$ cat src/core/ops_pkg.sv
/*
  Package for the display controller reset-state block: register offsets,
  field positions, reset values and the configuration carrier struct.
  Assumes a single 100 MHz clock domain and a plain strobe register port.
*/
package ops_pkg;

  // Register port widths
  localparam int OPS_ADDR_W = 8;
  localparam int OPS_DATA_W = 16;

  // Geometry widths: 480 columns need 9 bits, 128 rows need 7 bits as a line number and 8 as a count
  localparam int OPS_COL_W = 9;
  localparam int OPS_ROW_W = 7;
  localparam int OPS_GEO_ROW_W = 8;

  // Register offsets (byte addresses)
  localparam logic [OPS_ADDR_W-1:0] OPS_CTRL_OFS = 8'h00;
  localparam logic [OPS_ADDR_W-1:0] OPS_CONTRAST_OFS = 8'h04;
  localparam logic [OPS_ADDR_W-1:0] OPS_START_OFS = 8'h08;
  localparam logic [OPS_ADDR_W-1:0] OPS_COLADDR_OFS = 8'h0C;
  localparam logic [OPS_ADDR_W-1:0] OPS_COLS_OFS = 8'h10;
  localparam logic [OPS_ADDR_W-1:0] OPS_ROWS_OFS = 8'h14;
  localparam logic [OPS_ADDR_W-1:0] OPS_DATA_OFS = 8'h18;
  localparam logic [OPS_ADDR_W-1:0] OPS_STATUS_OFS = 8'h1C;

  // Control register bit positions
  localparam int OPS_CTRL_ON_BIT = 0;
  localparam int OPS_CTRL_SEG_BIT = 1;
  localparam int OPS_CTRL_ROWMAP_BIT = 2;
  localparam int OPS_CTRL_SCAN_BIT = 3;

  // Status register bit positions
  localparam int OPS_STAT_INIT_BIT = 0;
  localparam int OPS_STAT_ON_BIT = 1;

  // Reset values
  localparam logic [7:0] OPS_CONTRAST_RST = 8'h7F;
  localparam logic [OPS_COL_W-1:0] OPS_COLS_RST = 9'h1E0;
  localparam logic [OPS_GEO_ROW_W-1:0] OPS_ROWS_RST = 8'h80;
  localparam logic [OPS_ROW_W-1:0] OPS_START_RST = 7'h00;
  localparam logic [OPS_COL_W-1:0] OPS_COLADDR_RST = 9'h000;

  // Configuration carried to the panel drivers
  typedef struct packed {
    logic display_on;
    logic seg_remap;
    logic row_remap;
    logic scan_rev;
    logic [7:0] contrast;
    logic [OPS_ROW_W-1:0] start_line;
    logic [OPS_COL_W-1:0] col_addr;
    logic [OPS_COL_W-1:0] cols;
    logic [OPS_GEO_ROW_W-1:0] rows;
  } ops_cfg_t;

endpackage

$ cat src/core/ops_sync.sv
/*
  Two-flop synchroniser for one pin level.
  Assumes the pin is asynchronous to clk; reset value is a parameter.
*/
`timescale 1ns/1ps
module ops_sync #(
  parameter logic RST_VAL = 1'b1
) (
  input wire logic clk,
  input wire logic rst_n,
  input wire logic d,
  output logic q
);

  // First stage, read only by the second
  logic meta_q;

  // Two stages, synchronous reset to the inactive level
  always_ff @(posedge clk)
  begin
    if (!rst_n)
    begin
      meta_q <= RST_VAL;
      q <= RST_VAL;
    end
    else
    begin
      meta_q <= d;
      q <= meta_q;
    end
  end

endmodule

$ cat src/core/ops_ctrl.sv
/*
  Display controller reset-state and configuration block. Holds display on,
  mapping, scan direction, contrast, start line, column counter and
  geometry, all forced to defaults while the init pin is low.
  Assumes one 100 MHz clock MCLK, synchronous active-low RST_N, and a host
  that keeps its own supply ordering around this block.
*/
// Chosen here: the placing of the registers and strobed register access.
//
// Overview of operation
// - Init pin low forces panel output off
// - Reset selects 480 by 128 geometry
// - Reset selects normal segment and row mapping
// - Reset sets display start line zero
// - Reset clears column address counter
// - Reset selects normal row scan direction
// - Reset loads contrast with 7F hex
//
`timescale 1ns/1ps
module ops_ctrl
  import ops_pkg::*;
(
  input wire logic MCLK,
  input wire logic RST_N,
  input wire logic INIT_IN_N,
  input wire logic [OPS_ADDR_W-1:0] ADDR,
  input wire logic [OPS_DATA_W-1:0] WDATA,
  input wire logic WR,
  input wire logic RD,
  output logic [OPS_DATA_W-1:0] RDATA,
  output ops_cfg_t CFG,
  output logic INIT_ACTIVE
);

  //////////////////////////////////////////////////////////////////////////
  // Init pin synchronisation

  // Synchronised init level, high when idle
  logic init_s;
  // Controller held in default state
  logic init_low;

  ops_sync #(
    .RST_VAL(1'b1)
  ) u_init_sync (
    .clk(MCLK),
    .rst_n(RST_N),
    .d(INIT_IN_N),
    .q(init_s)
  );

  assign init_low = !init_s;

  //////////////////////////////////////////////////////////////////////////
  // Helpers

  // Column counter step, wrapping at the last column of the geometry
  function automatic logic [OPS_COL_W-1:0] col_next(
    input logic [OPS_COL_W-1:0] cur,
    input logic [OPS_COL_W-1:0] cols
  );
    logic [OPS_COL_W-1:0] last;
    last = cols - 9'h001;
    if (cur >= last)
      col_next = OPS_COLADDR_RST;
    else
      col_next = cur + 9'h001;
  endfunction

  // Register decode hit
  function automatic logic hit(
    input logic [OPS_ADDR_W-1:0] a,
    input logic [OPS_ADDR_W-1:0] ofs
  );
    hit = (a == ofs);
  endfunction

  //////////////////////////////////////////////////////////////////////////
  // Configuration state

  // Registered configuration and its next value
  ops_cfg_t cfg_q;
  ops_cfg_t cfg_d;
  // Read data register and its next value
  logic [OPS_DATA_W-1:0] rdata_q;
  logic [OPS_DATA_W-1:0] rdata_d;

  // Default state image, used by both resets
  function automatic ops_cfg_t cfg_default();
    ops_cfg_t c;
    c.display_on = 1'b0;
    c.seg_remap = 1'b0;
    c.row_remap = 1'b0;
    c.scan_rev = 1'b0;
    c.contrast = OPS_CONTRAST_RST;
    c.start_line = OPS_START_RST;
    c.col_addr = OPS_COLADDR_RST;
    c.cols = OPS_COLS_RST;
    c.rows = OPS_ROWS_RST;
    cfg_default = c;
  endfunction

  // Next configuration: init pin wins over any register write
  always_comb
  begin
    cfg_d = cfg_q;
    if (init_low)
    begin
      // Defaults while the pin is low; writes are dropped
      cfg_d = cfg_default();
    end
    else if (WR)
    begin
      if (hit(ADDR, OPS_CTRL_OFS))
      begin
        cfg_d.display_on = WDATA[OPS_CTRL_ON_BIT];
        cfg_d.seg_remap = WDATA[OPS_CTRL_SEG_BIT];
        cfg_d.row_remap = WDATA[OPS_CTRL_ROWMAP_BIT];
        cfg_d.scan_rev = WDATA[OPS_CTRL_SCAN_BIT];
      end
      else if (hit(ADDR, OPS_CONTRAST_OFS))
        cfg_d.contrast = WDATA[7:0];
      else if (hit(ADDR, OPS_START_OFS))
        cfg_d.start_line = WDATA[OPS_ROW_W-1:0];
      else if (hit(ADDR, OPS_COLADDR_OFS))
      begin
        // Out-of-range column is clamped to zero
        if (WDATA[OPS_COL_W-1:0] < cfg_q.cols)
          cfg_d.col_addr = WDATA[OPS_COL_W-1:0];
        else
          cfg_d.col_addr = OPS_COLADDR_RST;
      end
      else if (hit(ADDR, OPS_COLS_OFS))
      begin
        // Zero columns would let the counter run through all 512 columns; keep old value
        if (WDATA[OPS_COL_W-1:0] != 9'h000)
          cfg_d.cols = WDATA[OPS_COL_W-1:0];
      end
      else if (hit(ADDR, OPS_ROWS_OFS))
      begin
        if (WDATA[OPS_GEO_ROW_W-1:0] != 8'h00)
          cfg_d.rows = WDATA[OPS_GEO_ROW_W-1:0];
      end
      else if (hit(ADDR, OPS_DATA_OFS))
        cfg_d.col_addr = col_next(cfg_q.col_addr, cfg_q.cols);
    end
  end

  // Read mux, answered in the next cycle only
  always_comb
  begin
    rdata_d = '0;
    if (RD)
    begin
      case (ADDR)
        OPS_CTRL_OFS:
        begin
          rdata_d[OPS_CTRL_ON_BIT] = cfg_q.display_on;
          rdata_d[OPS_CTRL_SEG_BIT] = cfg_q.seg_remap;
          rdata_d[OPS_CTRL_ROWMAP_BIT] = cfg_q.row_remap;
          rdata_d[OPS_CTRL_SCAN_BIT] = cfg_q.scan_rev;
        end
        OPS_CONTRAST_OFS: rdata_d[7:0] = cfg_q.contrast;
        OPS_START_OFS: rdata_d[OPS_ROW_W-1:0] = cfg_q.start_line;
        OPS_COLADDR_OFS: rdata_d[OPS_COL_W-1:0] = cfg_q.col_addr;
        OPS_COLS_OFS: rdata_d[OPS_COL_W-1:0] = cfg_q.cols;
        OPS_ROWS_OFS: rdata_d[OPS_GEO_ROW_W-1:0] = cfg_q.rows;
        OPS_STATUS_OFS:
        begin
          rdata_d[OPS_STAT_INIT_BIT] = init_low;
          rdata_d[OPS_STAT_ON_BIT] = cfg_q.display_on;
        end
        // Unmapped and the write-only data port read as zero
        default: rdata_d = '0;
      endcase
    end
  end

  // Register stage, synchronous reset to defaults
  always_ff @(posedge MCLK)
  begin
    if (!RST_N)
    begin
      cfg_q <= cfg_default();
      rdata_q <= '0;
    end
    else
    begin
      cfg_q <= cfg_d;
      rdata_q <= rdata_d;
    end
  end

  assign CFG = cfg_q;
  assign RDATA = rdata_q;
  assign INIT_ACTIVE = init_low;

  //////////////////////////////////////////////////////////////////////////
  // Checks

  a_init_dark: assert property (@(posedge MCLK) disable iff (!RST_N)
    init_low |=> !cfg_q.display_on)
    else $error("display stayed on during init");

  a_geom_default: assert property (@(posedge MCLK) disable iff (!RST_N)
    init_low |=> (cfg_q.cols == OPS_COLS_RST) && (cfg_q.rows == OPS_ROWS_RST))
    else $error("geometry not default after init");

  a_map_normal: assert property (@(posedge MCLK) disable iff (!RST_N)
    $rose(init_low) |=> !cfg_q.seg_remap && !cfg_q.row_remap)
    else $error("mapping not normal after init");

  a_start_zero: assert property (@(posedge MCLK) disable iff (!RST_N)
    init_low ##1 init_low |=> cfg_q.start_line == OPS_START_RST)
    else $error("start line not zero after init");

  a_col_zero: assert property (@(posedge MCLK) disable iff (!RST_N)
    init_low |=> cfg_q.col_addr == OPS_COLADDR_RST)
    else $error("column counter not cleared by init");

  a_scan_normal: assert property (@(posedge MCLK) disable iff (!RST_N)
    init_low |=> !cfg_q.scan_rev)
    else $error("scan reversed after init");

  a_contrast_rst: assert property (@(posedge MCLK) disable iff (!RST_N)
    init_low |=> cfg_q.contrast == OPS_CONTRAST_RST)
    else $error("contrast not default after init");

  a_rdata_once: assert property (@(posedge MCLK) disable iff (!RST_N)
    !RD |=> RDATA == '0)
    else $error("read data outside its cycle");

  a_col_wrap: assert property (@(posedge MCLK) disable iff (!RST_N)
    !init_low && WR && hit(ADDR, OPS_DATA_OFS) && (cfg_q.col_addr == cfg_q.cols - 9'h001)
    |=> cfg_q.col_addr == OPS_COLADDR_RST)
    else $error("column counter did not wrap");

endmodule

$ cat config.mk
export PLATFORM = sky130hd
export DESIGN_NAME = ops_ctrl
export DESIGN_NICKNAME = d
export VERILOG_FILES = /design/src/core/ops_pkg.sv /design/src/core/ops_sync.sv /design/src/core/ops_ctrl.sv
export SDC_FILE = /design/constraint.sdc
export NUM_CORES = 1
export LEC_CHECK = 0
export BUFFER_PORTS_ARGS = -buffer_cell sky130_fd_sc_hd__buf_4
export CAP_MARGIN = 20
export CORE_AREA = 5 5 95 97
export CTS_CLUSTER_SIZE = 10
export DETAILED_ROUTE_END_ITERATION = 10
export DIE_AREA = 0 0 100 102
export GPL_TIMING_DRIVEN = 1
export PLACE_DENSITY = 0.66
export SLEW_MARGIN = 15
export SYNTH_ARGS = -nofsm -noshare
export SYNTH_HDL_FRONTEND = slang
export SYNTH_SLANG_ARGS = --single-unit
$ cat constraint.sdc
create_clock -name MCLK -period 3.04 [get_ports MCLK]
set_clock_uncertainty 0.1 [all_clocks]
set_input_delay 0.456 -clock MCLK [delete_from_list [all_inputs] [get_ports MCLK]]
set_output_delay 0.456 -clock MCLK [all_outputs]
set_load 0.02 [all_outputs]
==> results.md <==
Status:
- The run finished with clean final reports.

Floorplanning:
- The die height is slightly above 100 um.
- The total area inside the core boundary comes to about 0.0081 mm^2.
- In this run the core area contains 33 standard-cell rows.
- For this design the top-level I/O count stands at 91.
- The die covers 0.0102 mm^2.
- The initial utilization of the core area, before any placement, comes to 39.3%.
- The floorplan die width is roughly 100 um.

Clock network:
- In this run the number of H-tree levels came out at 2.
- The buffer type at the clock tree root is sky130_fd_sc_hd__clkbuf_8.
- The cts-stage hold buffer count is 0.
- The clock passes through at most 2 buffers.
- TritonCTS created 5 clock buffers.
- Counting every sink on the clock net gives 56.
- After clock tree synthesis, the clock-pin slew on the worst setup and hold paths is ~0.11 ns.
- The clock reaches the later pin of the worst-skew pair after about 0.32 ns.
- TritonCTS built the clock tree.

Global routing:
- The global-route wire length before repair is ~16000 um.
- The overall routing resource usage is 19.8%.
- The largest net degree at the start of global routing is 22.
- The number of global-route vias before repair is around 3000.
- The total global routing overflow is 0.
- The initial antenna violation count is 0.

Power and ir drop:
- IR analysis of the VDD net gives a maximum drop of ~0.15 mV.
- The total power density per cell area is approximately 330 mW/mm^2.
- The part of the power in the clock network is 34.2%.
- Summed over all nets, the switching power comes to between 300 and 400 uW.
- Per report_power, the sequential group accounts for 56.4% of the total.
- Net switching is a little over a quarter of the power.
- The power consumption is approximately 1300 uW.
- The combinational fraction of design power is a little under a tenth.
- Summed over all cells, the static leakage comes to between 0.0015 and 0.002 uW.
- Internal power comes to ~950 uW.

Timing:
- The count of endpoints failing hold in the final timing report is 0.
- Dividing the final minimum period by the clock period gives between 90% and 100%.
- The fmax is between 300 and 400 MHz.
- At the pin with the least slew margin, the transition time is around 0.8 ns.
- Setup repair after global routing left no endpoint under its margin.
- The worst path in the final design needs a cycle of between 2 and 3 ns, including I/O delays and setup.
- The final worst-path setup slack is 0.224 ns.
- The number of failing setup endpoints in the final timing report is 0.
- The tightest hold path in the finished design has a slack of about 0.21 ns.
- The worst-case headroom to the max-slew limit is 45.5%.
- The number of slew-limit violations in the final report is 0.
- For the final routed database, the setup TNS stands at 0 ns.

Min path:
- The origin of the worst min-delay path is INIT_IN_N.
- The type of the tightest min-delay check is input port to flop.

Worst setup path:
- The type of the worst setup path is flop to flop.
- Along the worst path, the maximum fanout reaches 5.
- The launch point of the worst reg-to-reg path is CFG[12]$_SDFFE_PN0P_.
- The kind of capture point of the worst setup path is a flop.
- The origin of the worst setup path is CFG[12]$_SDFFE_PN0P_.
- The worst reg-to-reg setup slack is around 0.22 ns.
- For the worst setup path, the data arrival time is just under 3 ns.
- The endpoint identified for the worst register-to-register timing path is CFG[18]$_SDFFE_PN0P_.
- The required time of the critical path is about 3.2 ns.
- The sort of element at the start of the critical path is a flop.
- Counting cells, the worst reg-to-reg path comes to 12.
- Following the worst setup path forward leads to its endpoint at CFG[18]$_SDFFE_PN0P_.

Route:
- After detailed routing, the average wire length per cell comes to ~18 um.
- Using the TritonRoute via totals, the vias-per-cell ratio works out to approximately 5.7.
- The detail route stage leaves a number of antenna-violating nets equal to 0.
- After the first detailed-routing iteration, the DRC count stood at 320.
- After detailed routing, the total wire length is 10300 um.
- The post-route DRC violation count is 0.
- The total number of vias is about 3200.
- The pre-antenna-repair detailed-routing pass consisted of 5 iterations.

Synthesis:
- The number of synthesized flops with an enable pin is 0.
- The per-instance average area after synthesis is approximately 8.5 um^2.
- Yosys attributes the largest share of cell area to sky130_fd_sc_hd__dfxtp_1, sky130_fd_sc_hd__ha_1, sky130_fd_sc_hd__mux2i_1.
- By instance count, the leading cell after synthesis is sky130_fd_sc_hd__dfxtp_1.
- The synthesized cell area is about 0.0032 mm^2.
- The predominant post-synthesis flop cell is sky130_fd_sc_hd__dfxtp_1.
- In this run, distinct cell masters in the synthesized netlist total around 50.
- By count the netlist is led by sky130_fd_sc_hd__dfxtp_1, sky130_fd_sc_hd__nand2_1, sky130_fd_sc_hd__nand3_1.
- The share of flip-flops with an asynchronous set or reset is 0%.
- The flop and latch count out of synthesis is between 50 and 60.
- The portion of synthesized cell area occupied by the leading cell type is between 30% and 40%.
- After synthesis, flip-flops and latches occupy between 30% and 40% of the total area.
- The total number of yosys warnings is 0.
- Synthesis produced a netlist whose cell count is 373.
- The cell type with the highest aggregate area in the netlist is sky130_fd_sc_hd__dfxtp_1.

Placement:
- Buffers placed on the I/O ports in this run total 76.
- The pre-CTS setup slack is around 0.17 ns.
- Once detailed placement completed, the half-perimeter wirelength came to around 7800 um.
- At the end of routability-driven placement, the weighted congestion stood at 0.905.

Job:
- The number of max-cap violations is 0.

Final layout:
- The fill cell total of the finished layout is about 800.
- The layout overhead on the synthesized area is 26.2%.
- The share of layout cells above drive strength 1 is 24.9%.
- At the end of the flow, the number of nets in the layout was 505.
- The number of antenna cells inserted is 0.
-- flip-flops by register name (all words and copies together), names as in the netlist --
name	count
u_init_sync.q	1
CFG	45
RDATA	9
u_init_sync.meta_q	1
-- final cells by class --
cell class	instances	area [um^2]	share of cell area, %
clock inverter	3	26.3	0.659
tap	105	131	3.29
clock buffer	5	68.8	1.73
sequential	56	1120	28.1
timing repair buffer	94	706	17.7
multi-input combinational	286	1880	47.2
inverter	14	52.6	1.32
-- stage by stage --
stage / cell area [um^2] / std cells / util [%]
after floorplan: 3180 / 379 / -
after global placement: 3870 / 553 / 48.0
after detailed placement: 3870 / 553 / 48.0
after CTS: 3960 / 561 / 49.2
after global routing: 3990 / 563 / 49.5
final: 3990 / 563 / 49.5
-- timing repair --
| action | 4_1_cts | 5_1_grt |
|---|---|---|
| endpoints found under the setup margin | 0 | 3 |
| buffers inserted | 0 | 2 |
| gates resized for setup | 0 | 1 |
-- cell families (layout without fill, tap and decap cells) --
logic type / Yosys count / count (layout) / share of synthesized area (%)
AO/OA/AOI/OAI: 74 / 74 / 16.1
XOR/XNOR: 12 / 12 / 3.33
adder cells (fa/ha/maj): 19 / 19 / 7.52
buffers and inverters: 37 / 116 / 6.06
flip-flops: 56 / 56 / 35.5
multiplexers: 22 / 22 / 7.09
other: 1 / 7 / 0.119
AND/OR/NAND/NOR: 152 / 152 / 24.3
-- worst min-delay path by stage --
stage                                         end  slack [ns]  cells after the start
floorplan                u_init_sync.q$_SDFF_PN1_        0.29                      1
global placement         u_init_sync.q$_SDFF_PN1_        0.30                      1
detailed placement       u_init_sync.q$_SDFF_PN1_        0.29                      1
CTS                 u_init_sync.meta_q$_SDFF_PN1_        0.21                      2
global route        u_init_sync.meta_q$_SDFF_PN1_        0.21                      2
finish              u_init_sync.meta_q$_SDFF_PN1_        0.21                      2
-- per-layer routing --
layer | part of all wire, % | vias up | track usage [%]
li1 | - | 1516 | -
met1 | 43 | 1527 | 26.6
met2 | 47 | 155 | 32.0
met3 | 7.7 | 18 | 3.62
met4 | 2.2 | 0 | 7.36
met5 | 0 | - | 0
-- layout by cell type (no fill, tap or decap), types with 6 or more instances in the layout --
cell                      count
sky130_fd_sc_hd__buf_4       94
sky130_fd_sc_hd__dfxtp_1     56
sky130_fd_sc_hd__nand2_1     41
sky130_fd_sc_hd__nand3_1     35
sky130_fd_sc_hd__nor2_1      32
sky130_fd_sc_hd__mux2i_1     19
sky130_fd_sc_hd__ha_1        19
sky130_fd_sc_hd__a21oi_1     17
sky130_fd_sc_hd__inv_1       14
sky130_fd_sc_hd__o21ai_0     14
sky130_fd_sc_hd__a22oi_1     12
sky130_fd_sc_hd__xnor2_1     10
sky130_fd_sc_hd__conb_1       7
sky130_fd_sc_hd__a32oi_1      6
-- power by group through the flow --
stage	Clock, uW	Combinational (uW)	Sequential, uW
3_3_place_gp	0	119	754
5_1_grt	479	133	737
6_report	446	123	737
4_1_cts	459	121	737
3_5_place_dp	0	121	754
2_1_floorplan	0	66.4	754
-- critical path, stage by stage, from the launching register on --
cell and delay (ns):
sky130_fd_sc_hd__dfxtp_1 0.32, sky130_fd_sc_hd__inv_1 0.11, sky130_fd_sc_hd__nand3_1 0.11, sky130_fd_sc_hd__nor2_1 0.18
sky130_fd_sc_hd__nand2_1 0.09, sky130_fd_sc_hd__xnor2_1 0.13, sky130_fd_sc_hd__ha_1 0.29, sky130_fd_sc_hd__a21o_1 0.16
sky130_fd_sc_hd__a21o_1 0.20, sky130_fd_sc_hd__a2111oi_4 0.37, sky130_fd_sc_hd__nand4_1 0.29, sky130_fd_sc_hd__buf_4 0.24
sky130_fd_sc_hd__o211ai_1 0.14
Power figures use the tool's default switching activity.
